### src/verilog/bcfb_pkg.sv
// constants and types shared by the bit-clear and flag-branch block
package bcfb_pkg;
  // top nibble of the bit-clear opcode and of the conditional branches
  localparam logic [3:0] OP_CLEAR = 4'h9;
  localparam logic [3:0] OP_BRANCH = 4'hE;
  // condition codes held in bits 11:8 of a conditional branch
  localparam logic [3:0] COND_CARRY = 4'h2;
  localparam logic [3:0] COND_NO_CARRY = 4'h3;
  localparam logic [3:0] COND_NEG = 4'h6;
  localparam logic [3:0] COND_NOT_NEG = 4'h7;
  // access bank: low half maps to bank 0, high half to the top bank
  localparam logic [7:0] ACCESS_SPLIT = 8'h80;
  localparam logic [3:0] ACCESS_LO_BANK = 4'h0;
  localparam logic [3:0] ACCESS_HI_BANK = 4'hF;
  // program counter step to the next instruction word
  localparam int unsigned PC_STEP = 2;
  // apb register byte offsets
  localparam logic [11:0] REG_CTRL = 12'h000;
  localparam logic [11:0] REG_BANK = 12'h004;
  localparam logic [11:0] REG_STATUS = 12'h008;
  localparam logic [11:0] REG_LAST_PC = 12'h00C;
  localparam logic [11:0] REG_COUNT = 12'h010;
  // values after reset
  localparam logic CTRL_RESET = 1'b1;
  localparam logic [3:0] BANK_RESET = 4'h0;
  // status register bit positions
  localparam int unsigned STAT_BUSY_BIT = 0;
  localparam int unsigned STAT_TAKEN_BIT = 1;
  localparam int unsigned STAT_UNKNOWN_BIT = 2;
  // one instruction cycle is four phases of the system clock
  typedef enum logic [2:0] {
    PH_IDLE = 3'b000,
    PH_Q1 = 3'b001,
    PH_Q2 = 3'b010,
    PH_Q3 = 3'b011,
    PH_Q4 = 3'b100
  } bcfb_phase_type;
endpackage : bcfb_pkg

### src/verilog/bcfb_decode.sv
// instruction field decoder for bit-clear and flag branches
`timescale 1ns/1ps
`default_nettype none
module bcfb_decode (
  input wire logic [15:0] instr_in,
  input wire logic [3:0] bank_in,
  input wire logic flag_n_in,
  input wire logic flag_c_in,
  output logic is_clear_out,
  output logic is_branch_out,
  output logic cond_true_out,
  output logic [7:0] clear_mask_out,
  output logic [11:0] data_addr_out,
  output logic [7:0] offset_out
);
  // evaluate a branch condition code against the live flags
  function automatic logic cond_eval(input logic [3:0] code, input logic n, input logic c);
    case (code)
      bcfb_pkg::COND_CARRY: cond_eval = c;
      bcfb_pkg::COND_NO_CARRY: cond_eval = ~c;
      bcfb_pkg::COND_NEG: cond_eval = n;
      bcfb_pkg::COND_NOT_NEG: cond_eval = ~n;
      default: cond_eval = 1'b0;
    endcase
  endfunction : cond_eval

  // form the data address from the bank-access flag and file address
  function automatic logic [11:0] form_addr(input logic a, input logic [7:0] f,
                                            input logic [3:0] bank);
    if (!a) begin
      // access bank: bank register ignored
      form_addr = (f < bcfb_pkg::ACCESS_SPLIT) ? {bcfb_pkg::ACCESS_LO_BANK, f}
                                               : {bcfb_pkg::ACCESS_HI_BANK, f};
    end else begin
      form_addr = {bank, f};
    end
  endfunction : form_addr

  // field extraction; other conditional codes are not handled here
  always_comb begin
    is_clear_out = (instr_in[15:12] == bcfb_pkg::OP_CLEAR);
    is_branch_out = (instr_in[15:12] == bcfb_pkg::OP_BRANCH) &&
                    ((instr_in[11:8] == bcfb_pkg::COND_CARRY) ||
                     (instr_in[11:8] == bcfb_pkg::COND_NO_CARRY) ||
                     (instr_in[11:8] == bcfb_pkg::COND_NEG) ||
                     (instr_in[11:8] == bcfb_pkg::COND_NOT_NEG));
    cond_true_out = cond_eval(instr_in[11:8], flag_n_in, flag_c_in);
    clear_mask_out = ~(8'h01 << instr_in[11:9]);
    data_addr_out = form_addr(instr_in[8], instr_in[7:0], bank_in);
    offset_out = instr_in[7:0];
  end
endmodule : bcfb_decode
`default_nettype wire

### src/verilog/bcfb_target.sv
// relative branch target adder
`timescale 1ns/1ps
`default_nettype none
module bcfb_target #(
  parameter int unsigned PC_W = 21
) (
  input wire logic [PC_W-1:0] instr_addr_in,
  input wire logic [7:0] offset_in,
  output logic [PC_W-1:0] target_out
);
  logic [PC_W-1:0] disp;
  // sign extend the offset and double it to a byte displacement
  always_comb begin
    disp = {{(PC_W-9){offset_in[7]}}, offset_in, 1'b0};
    target_out = instr_addr_in + PC_W'(bcfb_pkg::PC_STEP) + disp;
  end
endmodule : bcfb_target
`default_nettype wire

### src/verilog/bcfb_core.sv
// bit-clear and flag-branch execution unit with apb control registers
`timescale 1ns/1ps
`default_nettype none
module bcfb_core #(
  parameter int unsigned PC_W = 21
) (
  input wire logic clk_sys_in,
  input wire logic arst_n_in,
  // apb slave
  input wire logic [11:0] paddr_in,
  input wire logic psel_in,
  input wire logic penable_in,
  input wire logic pwrite_in,
  input wire logic [31:0] pwdata_in,
  output logic pready_out,
  output logic [31:0] prdata_out,
  output logic pslverr_out,
  // fetch unit side
  input wire logic instr_valid_in,
  input wire logic [15:0] instr_in,
  input wire logic [PC_W-1:0] instr_addr_in,
  output logic instr_ready_out,
  output logic instr_done_out,
  output logic pc_load_out,
  output logic [PC_W-1:0] pc_out,
  // status flags, read only
  input wire logic flag_n_in,
  input wire logic flag_c_in,
  // data memory port
  output logic [11:0] dmem_addr_out,
  output logic dmem_rd_out,
  input wire logic [7:0] dmem_rdata_in,
  output logic dmem_wr_out,
  output logic [7:0] dmem_wdata_out
);
  // whole state of the unit, outputs included, in one record
  typedef struct packed {
    bcfb_pkg::bcfb_phase_type phase;
    logic second;
    logic [15:0] instr;
    logic [PC_W-1:0] iaddr;
    logic taken;
    logic clear;
    logic unknown;
    logic ready;
    logic done;
    logic [11:0] dmem_addr;
    logic dmem_rd;
    logic dmem_wr;
    logic [7:0] dmem_wdata;
    logic pc_load;
    logic [PC_W-1:0] pc;
    logic pready;
    logic [31:0] prdata;
    logic pslverr;
    logic enable;
    logic [3:0] bank_selection_register;
    logic last_taken;
    logic last_unknown;
    logic [15:0] count;
  } bcfb_state_type;

  bcfb_state_type s;
  bcfb_state_type next_s;

  logic d_clear;
  logic d_branch;
  logic d_cond;
  logic [7:0] d_mask;
  logic [11:0] d_addr;
  logic [7:0] d_offset;
  logic [PC_W-1:0] d_target;

  // field decode works on the latched word, never on the live input
  bcfb_decode u_decode (
    .instr_in(s.instr),
    .bank_in(s.bank_selection_register),
    .flag_n_in(flag_n_in),
    .flag_c_in(flag_c_in),
    .is_clear_out(d_clear),
    .is_branch_out(d_branch),
    .cond_true_out(d_cond),
    .clear_mask_out(d_mask),
    .data_addr_out(d_addr),
    .offset_out(d_offset)
  );

  // branch target from the address of the branch itself
  bcfb_target #(
    .PC_W(PC_W)
  ) u_target (
    .instr_addr_in(s.iaddr),
    .offset_in(d_offset),
    .target_out(d_target)
  );

  // address decode for the error answer; read data decodes the address in its own case
  function automatic logic reg_hit(input logic [11:0] addr);
    reg_hit = (addr == bcfb_pkg::REG_CTRL) || (addr == bcfb_pkg::REG_BANK) ||
              (addr == bcfb_pkg::REG_STATUS) || (addr == bcfb_pkg::REG_LAST_PC) ||
              (addr == bcfb_pkg::REG_COUNT);
  endfunction : reg_hit

  // next state: execution sequencer and apb slave
  always_comb begin
    next_s = s;
    // strobes last one cycle unless set again below
    next_s.dmem_rd = 1'b0;
    next_s.dmem_wr = 1'b0;
    next_s.pc_load = 1'b0;
    next_s.done = 1'b0;
    next_s.pready = 1'b0;
    next_s.pslverr = 1'b0;
    next_s.prdata = 32'h0000_0000;

    case (s.phase)
      bcfb_pkg::PH_IDLE: begin
        if (s.ready && instr_valid_in) begin
          next_s.instr = instr_in;
          next_s.iaddr = instr_addr_in;
          next_s.ready = 1'b0;
          next_s.second = 1'b0;
          next_s.phase = bcfb_pkg::PH_Q1;
        end else begin
          // disabling stops new work but lets a running one finish
          next_s.ready = s.enable;
        end
      end
      bcfb_pkg::PH_Q1: begin
        // decode; flags are sampled once here for the whole branch
        if (!s.second) begin
          next_s.clear = d_clear;
          next_s.taken = d_branch && d_cond;
          next_s.unknown = !d_clear && !d_branch;
          next_s.dmem_addr = d_clear ? d_addr : s.dmem_addr;
          next_s.dmem_rd = d_clear;
        end
        next_s.phase = bcfb_pkg::PH_Q2;
      end
      bcfb_pkg::PH_Q2: begin
        // register read or offset read happens in this phase
        next_s.phase = bcfb_pkg::PH_Q3;
      end
      bcfb_pkg::PH_Q3: begin
        // process data: clear the bit or form the branch target
        if (!s.second && s.clear) begin
          next_s.dmem_wdata = dmem_rdata_in & d_mask;
          next_s.dmem_wr = 1'b1;
        end
        if (!s.second && s.taken) begin
          next_s.pc = d_target;
          next_s.pc_load = 1'b1;
        end
        // a failed branch loads nothing: fetch keeps address plus two
        next_s.phase = bcfb_pkg::PH_Q4;
      end
      bcfb_pkg::PH_Q4: begin
        if (!s.second && s.taken) begin
          // taken branch spends a whole second cycle doing nothing
          next_s.second = 1'b1;
          next_s.phase = bcfb_pkg::PH_Q1;
        end else begin
          next_s.phase = bcfb_pkg::PH_IDLE;
          next_s.done = 1'b1;
          next_s.ready = s.enable;
          next_s.last_taken = s.taken;
          next_s.last_unknown = s.unknown;
          next_s.count = s.count + 16'h0001;
        end
      end
      default: begin
        next_s.phase = bcfb_pkg::PH_IDLE;
      end
    endcase

    // apb setup cycle: answer in the following access cycle
    if (psel_in && !penable_in) begin
      next_s.pready = 1'b1;
      next_s.pslverr = !reg_hit(paddr_in);
      if (!pwrite_in) begin
        case (paddr_in)
          bcfb_pkg::REG_CTRL: begin
            next_s.prdata = {31'h0000_0000, s.enable};
          end
          bcfb_pkg::REG_BANK: begin
            next_s.prdata = {28'h000_0000, s.bank_selection_register};
          end
          bcfb_pkg::REG_STATUS: begin
            next_s.prdata[bcfb_pkg::STAT_BUSY_BIT] = (s.phase != bcfb_pkg::PH_IDLE);
            next_s.prdata[bcfb_pkg::STAT_TAKEN_BIT] = s.last_taken;
            next_s.prdata[bcfb_pkg::STAT_UNKNOWN_BIT] = s.last_unknown;
          end
          bcfb_pkg::REG_LAST_PC: begin
            next_s.prdata = 32'(s.pc);
          end
          bcfb_pkg::REG_COUNT: begin
            next_s.prdata = {16'h0000, s.count};
          end
          default: begin
            next_s.prdata = 32'h0000_0000;
          end
        endcase
      end
    end

    // writes take effect only at the completing access edge
    if (psel_in && penable_in && s.pready && pwrite_in) begin
      case (paddr_in)
        bcfb_pkg::REG_CTRL: begin
          next_s.enable = pwdata_in[0];
        end
        bcfb_pkg::REG_BANK: begin
          // a clear in flight already latched its address in Q1
          next_s.bank_selection_register = pwdata_in[3:0];
        end
        bcfb_pkg::REG_COUNT: begin
          next_s.count = 16'h0000;
        end
        default: begin
          next_s.count = next_s.count;
        end
      endcase
    end
  end

  // state register; constants only under reset
  always_ff @(posedge clk_sys_in or negedge arst_n_in) begin
    if (!arst_n_in) begin
      s <= '0;
      s.phase <= bcfb_pkg::PH_IDLE;
      s.enable <= bcfb_pkg::CTRL_RESET;
      s.bank_selection_register <= bcfb_pkg::BANK_RESET;
    end else begin
      s <= next_s;
    end
  end

  // every output straight from the state record
  assign pready_out = s.pready;
  assign prdata_out = s.prdata;
  assign pslverr_out = s.pslverr;
  assign instr_ready_out = s.ready;
  assign instr_done_out = s.done;
  assign pc_load_out = s.pc_load;
  assign pc_out = s.pc;
  assign dmem_addr_out = s.dmem_addr;
  assign dmem_rd_out = s.dmem_rd;
  assign dmem_wr_out = s.dmem_wr;
  assign dmem_wdata_out = s.dmem_wdata;
endmodule : bcfb_core
`default_nettype wire

### config.mk
export PLATFORM = sky130hd
export DESIGN_NAME = bcfb_core
export DESIGN_NICKNAME = d
export VERILOG_FILES = /design/src/verilog/bcfb_pkg.sv /design/src/verilog/bcfb_decode.sv /design/src/verilog/bcfb_target.sv /design/src/verilog/bcfb_core.sv
export SDC_FILE = /design/constraint.sdc
export NUM_CORES = 1
export LEC_CHECK = 0
export BUFFER_PORTS_ARGS = -buffer_cell sky130_fd_sc_hd__buf_4
export CAP_MARGIN = 5
export CORE_MARGIN = 1
export CORE_UTILIZATION = 55
export CTS_CLUSTER_SIZE = 10
export DETAILED_ROUTE_END_ITERATION = 10
export PLACE_DENSITY = 0.85
export SLEW_MARGIN = 20
export SYNTH_ARGS = -nofsm -noshare
export SYNTH_HDL_FRONTEND = slang
export SYNTH_HIERARCHICAL = 1
export SYNTH_SLANG_ARGS = --single-unit
### constraint.sdc
create_clock -name clk_sys_in -period 3.2 [get_ports clk_sys_in]
set_clock_uncertainty 0.1 [all_clocks]
set_input_delay 0.96 -clock clk_sys_in [delete_from_list [all_inputs] [get_ports clk_sys_in]]
set_output_delay 0.96 -clock clk_sys_in [all_outputs]
set_load 0.005 [all_outputs]
Yosys cells after proc, flatten, opt, wreduce, memory -nomap -nowiden
Index checks and enable logic that the tools add are counted.

Output and inout bits: 80. Register bits: 147. Logic and storage cells: 112. Input port bits: 97.

Shifts and indexed selects: 1. $add $sub $neg: 3. Bitwise logic cells: 6. Order comparisons: 1. Mux-type cells: 25. Reductions and logical operators: 36. Eq/ne operators: 17.

Operators by type and width (number): two-way mux 16 bit (4); case mux 18 bit (3 select lines) (1); two-way mux 41 bit (1); two-way mux 34 bit (1); two-way mux 31 bit (1); case mux 3 bit (5 select lines) (2); == test 12 x 4 -> 1 bit, second input constant (2); two-way mux 12 bit (2); two-way mux 22 bit (1); adder 21 x 2 -> 21 bit, second input constant (1); adder 21 bit (1); two-way mux 21 bit (1); adder 16 x 1 -> 16 bit, second input constant (1); AND reduction 2 bit (8); == test 12 x 3 -> 1 bit, second input constant (1); == test 12 x 5 -> 1 bit, second input constant (1); logical NOT 12 bit (1); logical AND 1 bit (10); two-way mux 9 bit (1); AND 8 bit (1); == test 4 x 2 -> 1 bit, second input constant (2); == test 4 x 3 -> 1 bit, second input constant (2); == test 4 bit, second input constant (2); < comparator 8 bit, second input constant (1); 17 further kinds (40).

Longest topological paths before layout
Depth after elaboration: 7. Depth in mapped cells: 14. Mapped depth without buffers: 13.

Hierarchy
The synthesis kept the hierarchy.

Modules (own cells, without submodules): bcfb_core (cells an instance 496, seq. area each 3404.5 um2, area each 6118.4 um2, times used 1); bcfb_target (cells an instance 151, seq. area each 0.0 um2, area each 1154.9 um2, times used 1); bcfb_decode (cells an instance 44, seq. area each 0.0 um2, area each 292.8 um2, times used 1).

Worst setup path after synthesis
Ideal clock, no wire load.

Path kind: reg2reg. Start point: register s[134] in the netlist's numbering. End point: register s, in the netlist pc_out[19]. Cell stages (with the launch flop): 12. Setup slack: 303 ps. Data required time: 2975 ps. Library setup time: 125 ps. Clock period less this slack: 2897 ps. Path buffers: 2. Data arrival time: 2672 ps. Cell sequence: dfrtp_1 buf_4 ha_1 ha_1 buf_6 a21o_1 a31o_1 a221oi_2 a21boi_2 o31a_1 a31o_1 mux2_2.

Longest elaborated chain between the ends: 1.

RTL lines: start, declared (line bcfb_core.sv:63) `bcfb_state_type s;`; start signal, assigned (line bcfb_core.sv:234) `s <= next_s;`; adder 21 bit (line bcfb_target.sv:15) `target_out = instr_addr_in + PC_W'(bcfb_pkg::PC_STEP) + disp;`; named net d_target[19] (line bcfb_core.sv:72) `logic [PC_W-1:0] d_target;`.

The timed path passes the listed nets, and every way through them passes these cells. A chain may end at the register's enable or synchronous reset.

Final worst setup path
Same ends and word-level chain as after synthesis.

==> flow_summary_export.csv <==
group,metric,value,unit
run_status,status,"finished, final reports clean",
sta,whs,0.368,ns
sta,rsz0062_at_grt,"false",
sta,relSlewSlack,57.3,%
clock_network,ctsRootBufferMaster,"clkbuf_16",
pwr,comb_power_share,11.5,%
die,die_x,119,microns
sta,tightest_slew,0.639,ns
die,die_h,119,microns
placement,routabilityCongestion,0.877,
placement,pre_cts_slack,0.219,ns
synth,synthTopCellsByArea,"dfrtp_1 (45%), mux2_2 (11%), buf_4 (9.4%)",
pwr,p_sw,1.21,mW
layout,layout-drive-gt1-share,35.2,%
synth,async_reset_ff_share,100,%
synth,synth_ff_type,"dfrtp_1",
synth,syn_area_per_cell,10.9,sq um
synth,synth_seq_area_share,45.0,%
critical_path,critPathKind,"reg2reg",
global_route,grt_pass1_wl,25800,microns
sta,setup_tns,0,ns
critical_path,slowest_stage,"dfrtp_1",
global_route,grt_pass1_vias,5261,
die,die-area,0.0142,sq mm
layout,design_area,0.00868,sq mm
layout,nets,885,
pwr,internal-power,3.22,mW
critical_path,critPathLaunchType,"register",
layout,stdcell_count,938,
min_path,hp-class,"reg2reg",
clock_network,htree_levels,4,
detailed_routing,drt.antenna.violating_nets,0,
die,core_area,0.0133,sq mm
pwr,switching_share,27.3,%
die,initial_core_util,56.7,%
detailed_routing,drc,0,
detailed_routing,vias,5225,
global_route,grt_max_degree,68,
layout,final_util,65.0,%
layout,final_cell_mix,"buf_4 (142), dfrtp_1 (135), mux2_2 (76)",
placement,hpwl,11200,microns
pwr,vdd_ir_drop_max,0.319,mV
clock_network,cts_tree,"done",
synth,yosysUniqueCellTypes,66,
global_route,grt_use_met3,5.36,%
detailed_routing,dr.pass1.iters,5,
layout,layout_commonest_cell,"buf_4",
critical_path,critical_path_required,3.40,ns
sta,post-route-period-util,95.3,%
layout,n_antenna_cell,0,
global_route,grt.total_usage,23.1,%
placement,place_inst,906,
sta,min_period,3.05,ns
detailed_routing,drt-total-wl,15500,microns
global_route,antenna_found_initial,0,
pwr,p_leak,4.41,nW
critical_path,crit_chain,"ha_1, ha_1, a21oi_1, o21ai_0, a221oi_2, a21boi_2, o31a_1, a31o_1, mux2_2",
clock_network,path_clk_slew,0.06,ns
clock_network,cts_resized,0,
pwr,power_density,511,mW/mm^2
critical_path,crit_fanout,10,
synth,syn_inst,691,
critical_path,slowest_delay,0.56,ns
detailed_routing,wl_per_cell,16.5,microns
placement,placed_area,0.00810,sq mm
sta,fmax,328,MHz
critical_path,cpMostUsedCell,"ha_1",
pwr,p_seq_share,44.9,%
synth,synth-edff-count,0,
critical_path,cp_data_arrival_time,3.25,ns
detailed_routing,drtIter0Drc,373,
die,rows,42,
clock_network,hold_buffers,0,
detailed_routing,viasPerCell,5.57,
clock_network,clkSinkCount,136,
global_route,grt-busiest-layer,"met2",
placement,io_buffers,137,
sta,hold_viol_final,0,
synth,yosysWarnings,6,
synth,ys_ff_latch,136,
pwr,clkPwrFrac,43.6,%
run,max_cap_violations,0,
pwr,fin_total_pwr,4.44,mW
global_route,use_met1,29.2,%
global_route,overflow,0,
clock_network,cts_inserted_buffers,17,
synth,yosys.area.top_type,"dfrtp_1",
clock_network,postCtsSetupRepairBufs,0,
critical_path,cp-end-kind,"register",
sta,maxSlewViolCount,0,
synth,netlist_area,0.00757,sq mm
sta,fin_ws,0.152,ns
sta,setup_viol,0,
synth,synth_top_area_share,44.7,%
die,pin_count,177,
clock_network,clk_path_buf_depth,2,
clock_network,clock_latency,0.42,ns
global_route,grt_use_met2,37.9,%
layout,area_growth,14.8,%
## worst max-delay path: cells and delay by family (launching register included)
kind                     cells  cell delay [ns]
multiplexers                 1             0.25
flip-flops                   1             0.56
adder cells (fa/ha/maj)      2             0.71
AO/OA/AOI/OAI                6             1.31
## logic make-up (layout without fill, tap and decap cells)
logic type,Yosys count,after routing,share of synthesized area [%]
AO/OA/AOI/OAI,101,101,9.01
XOR/XNOR,19,19,2.20
adder cells (fa/ha/maj),39,39,6.55
buffers and inverters,133,194,12.1
flip-flops,136,136,45.0
multiplexers,81,81,12.0
other,1,11,0.0496
AND/OR/NAND/NOR,181,181,13.2
## per-layer routing
layer / up-vias / routed length [microns]
li1: 2473 / -
met5: - / 0
met3: 41 / 712
met2: 162 / 7620
met1: 2549 / 6740
met4: 0 / 379
## layout make-up
| class | instances | area [sq um] |
|---|---|---|
| Clock inverter | 13 | 143 |
| Inverter | 17 | 63.8 |
| Sequential cell | 136 | 3400 |
| Timing Repair Buffer | 145 | 1120 |
| Multi-Input combinational cell | 432 | 3290 |
| Clock buffer | 19 | 443 |
| Tap cell | 176 | 220 |
| Fill cell | 1035 | 4670 |
## synth_stat cells, types with 2 or more instances
| cell type | number |
|---|---|
| a31o_1 | 2 |
| nor2b_1 | 4 |
| a21oi_1 | 33 |
| xnor2_1 | 14 |
| and2_1 | 8 |
| xor2_1 | 5 |
| or4_1 | 8 |
| or3b_1 | 3 |
| mux2_2 | 76 |
| dfrtp_1 | 135 |
| nor2_1 | 28 |
| o21a_1 | 3 |
| a22o_1 | 12 |
| inv_1 | 16 |
| ha_1 | 38 |
| o2111a_1 | 2 |
| buf_2 | 8 |
| buf_6 | 6 |
| buf_4 | 95 |
| nand2b_1 | 7 |
| nor3_1 | 8 |
| a21boi_0 | 2 |
| nor4_2 | 2 |
| or3_1 | 7 |
| nand3_1 | 25 |
| nor3b_1 | 3 |
| nand2_1 | 48 |
| nand4_1 | 7 |
| nand3b_1 | 7 |
| mux2i_1 | 5 |
| and4_1 | 3 |
| o2bb2ai_1 | 2 |
| and3_1 | 3 |
| o22ai_1 | 2 |
| o31ai_1 | 9 |
| o21ai_0 | 15 |
| o211ai_1 | 3 |
| a21o_1 | 3 |
| clkbuf_1 | 6 |
| a211oi_1 | 2 |
## final timing paths
check,startpoint,endpoint,slack (ns),cells past startpoint
hold / removal,dmem_wdata_out[2],dmem_wdata_out[2],0.37,2
setup reg to reg,s[134],pc_out[19],0.15,9
setup / recovery,s[134],pc_out[19],0.15,9
hold reg to reg,dmem_wdata_out[2],dmem_wdata_out[2],0.37,2
max in group asynchronous,arst_n_in,s[117],1.78,2
min in group asynchronous,arst_n_in,pc_out[6],0.45,1
## registers in the layout, indices dropped and copies added (netlist names)
signal	flops
dmem_addr_out	12
instr_ready_out	1
pc_load_out	1
pc_out	21
pready_out	1
dmem_rd_out	1
pslverr_out	1
prdata_out	21
s	67
instr_done_out	1
dmem_wr_out	1
dmem_wdata_out	8
## power groups by stage
stage	logic [mW]	registers [mW]	clock network, mW
after floorplan	0.400	1.95	0
after detailed placement	0.502	2.02	0
after CTS	0.510	1.99	1.95
after global placement	0.466	2.01	0
after global routing	0.576	2.01	2.02
final	0.508	1.99	1.93
Note: power is estimated with default switching activity, not from simulation.
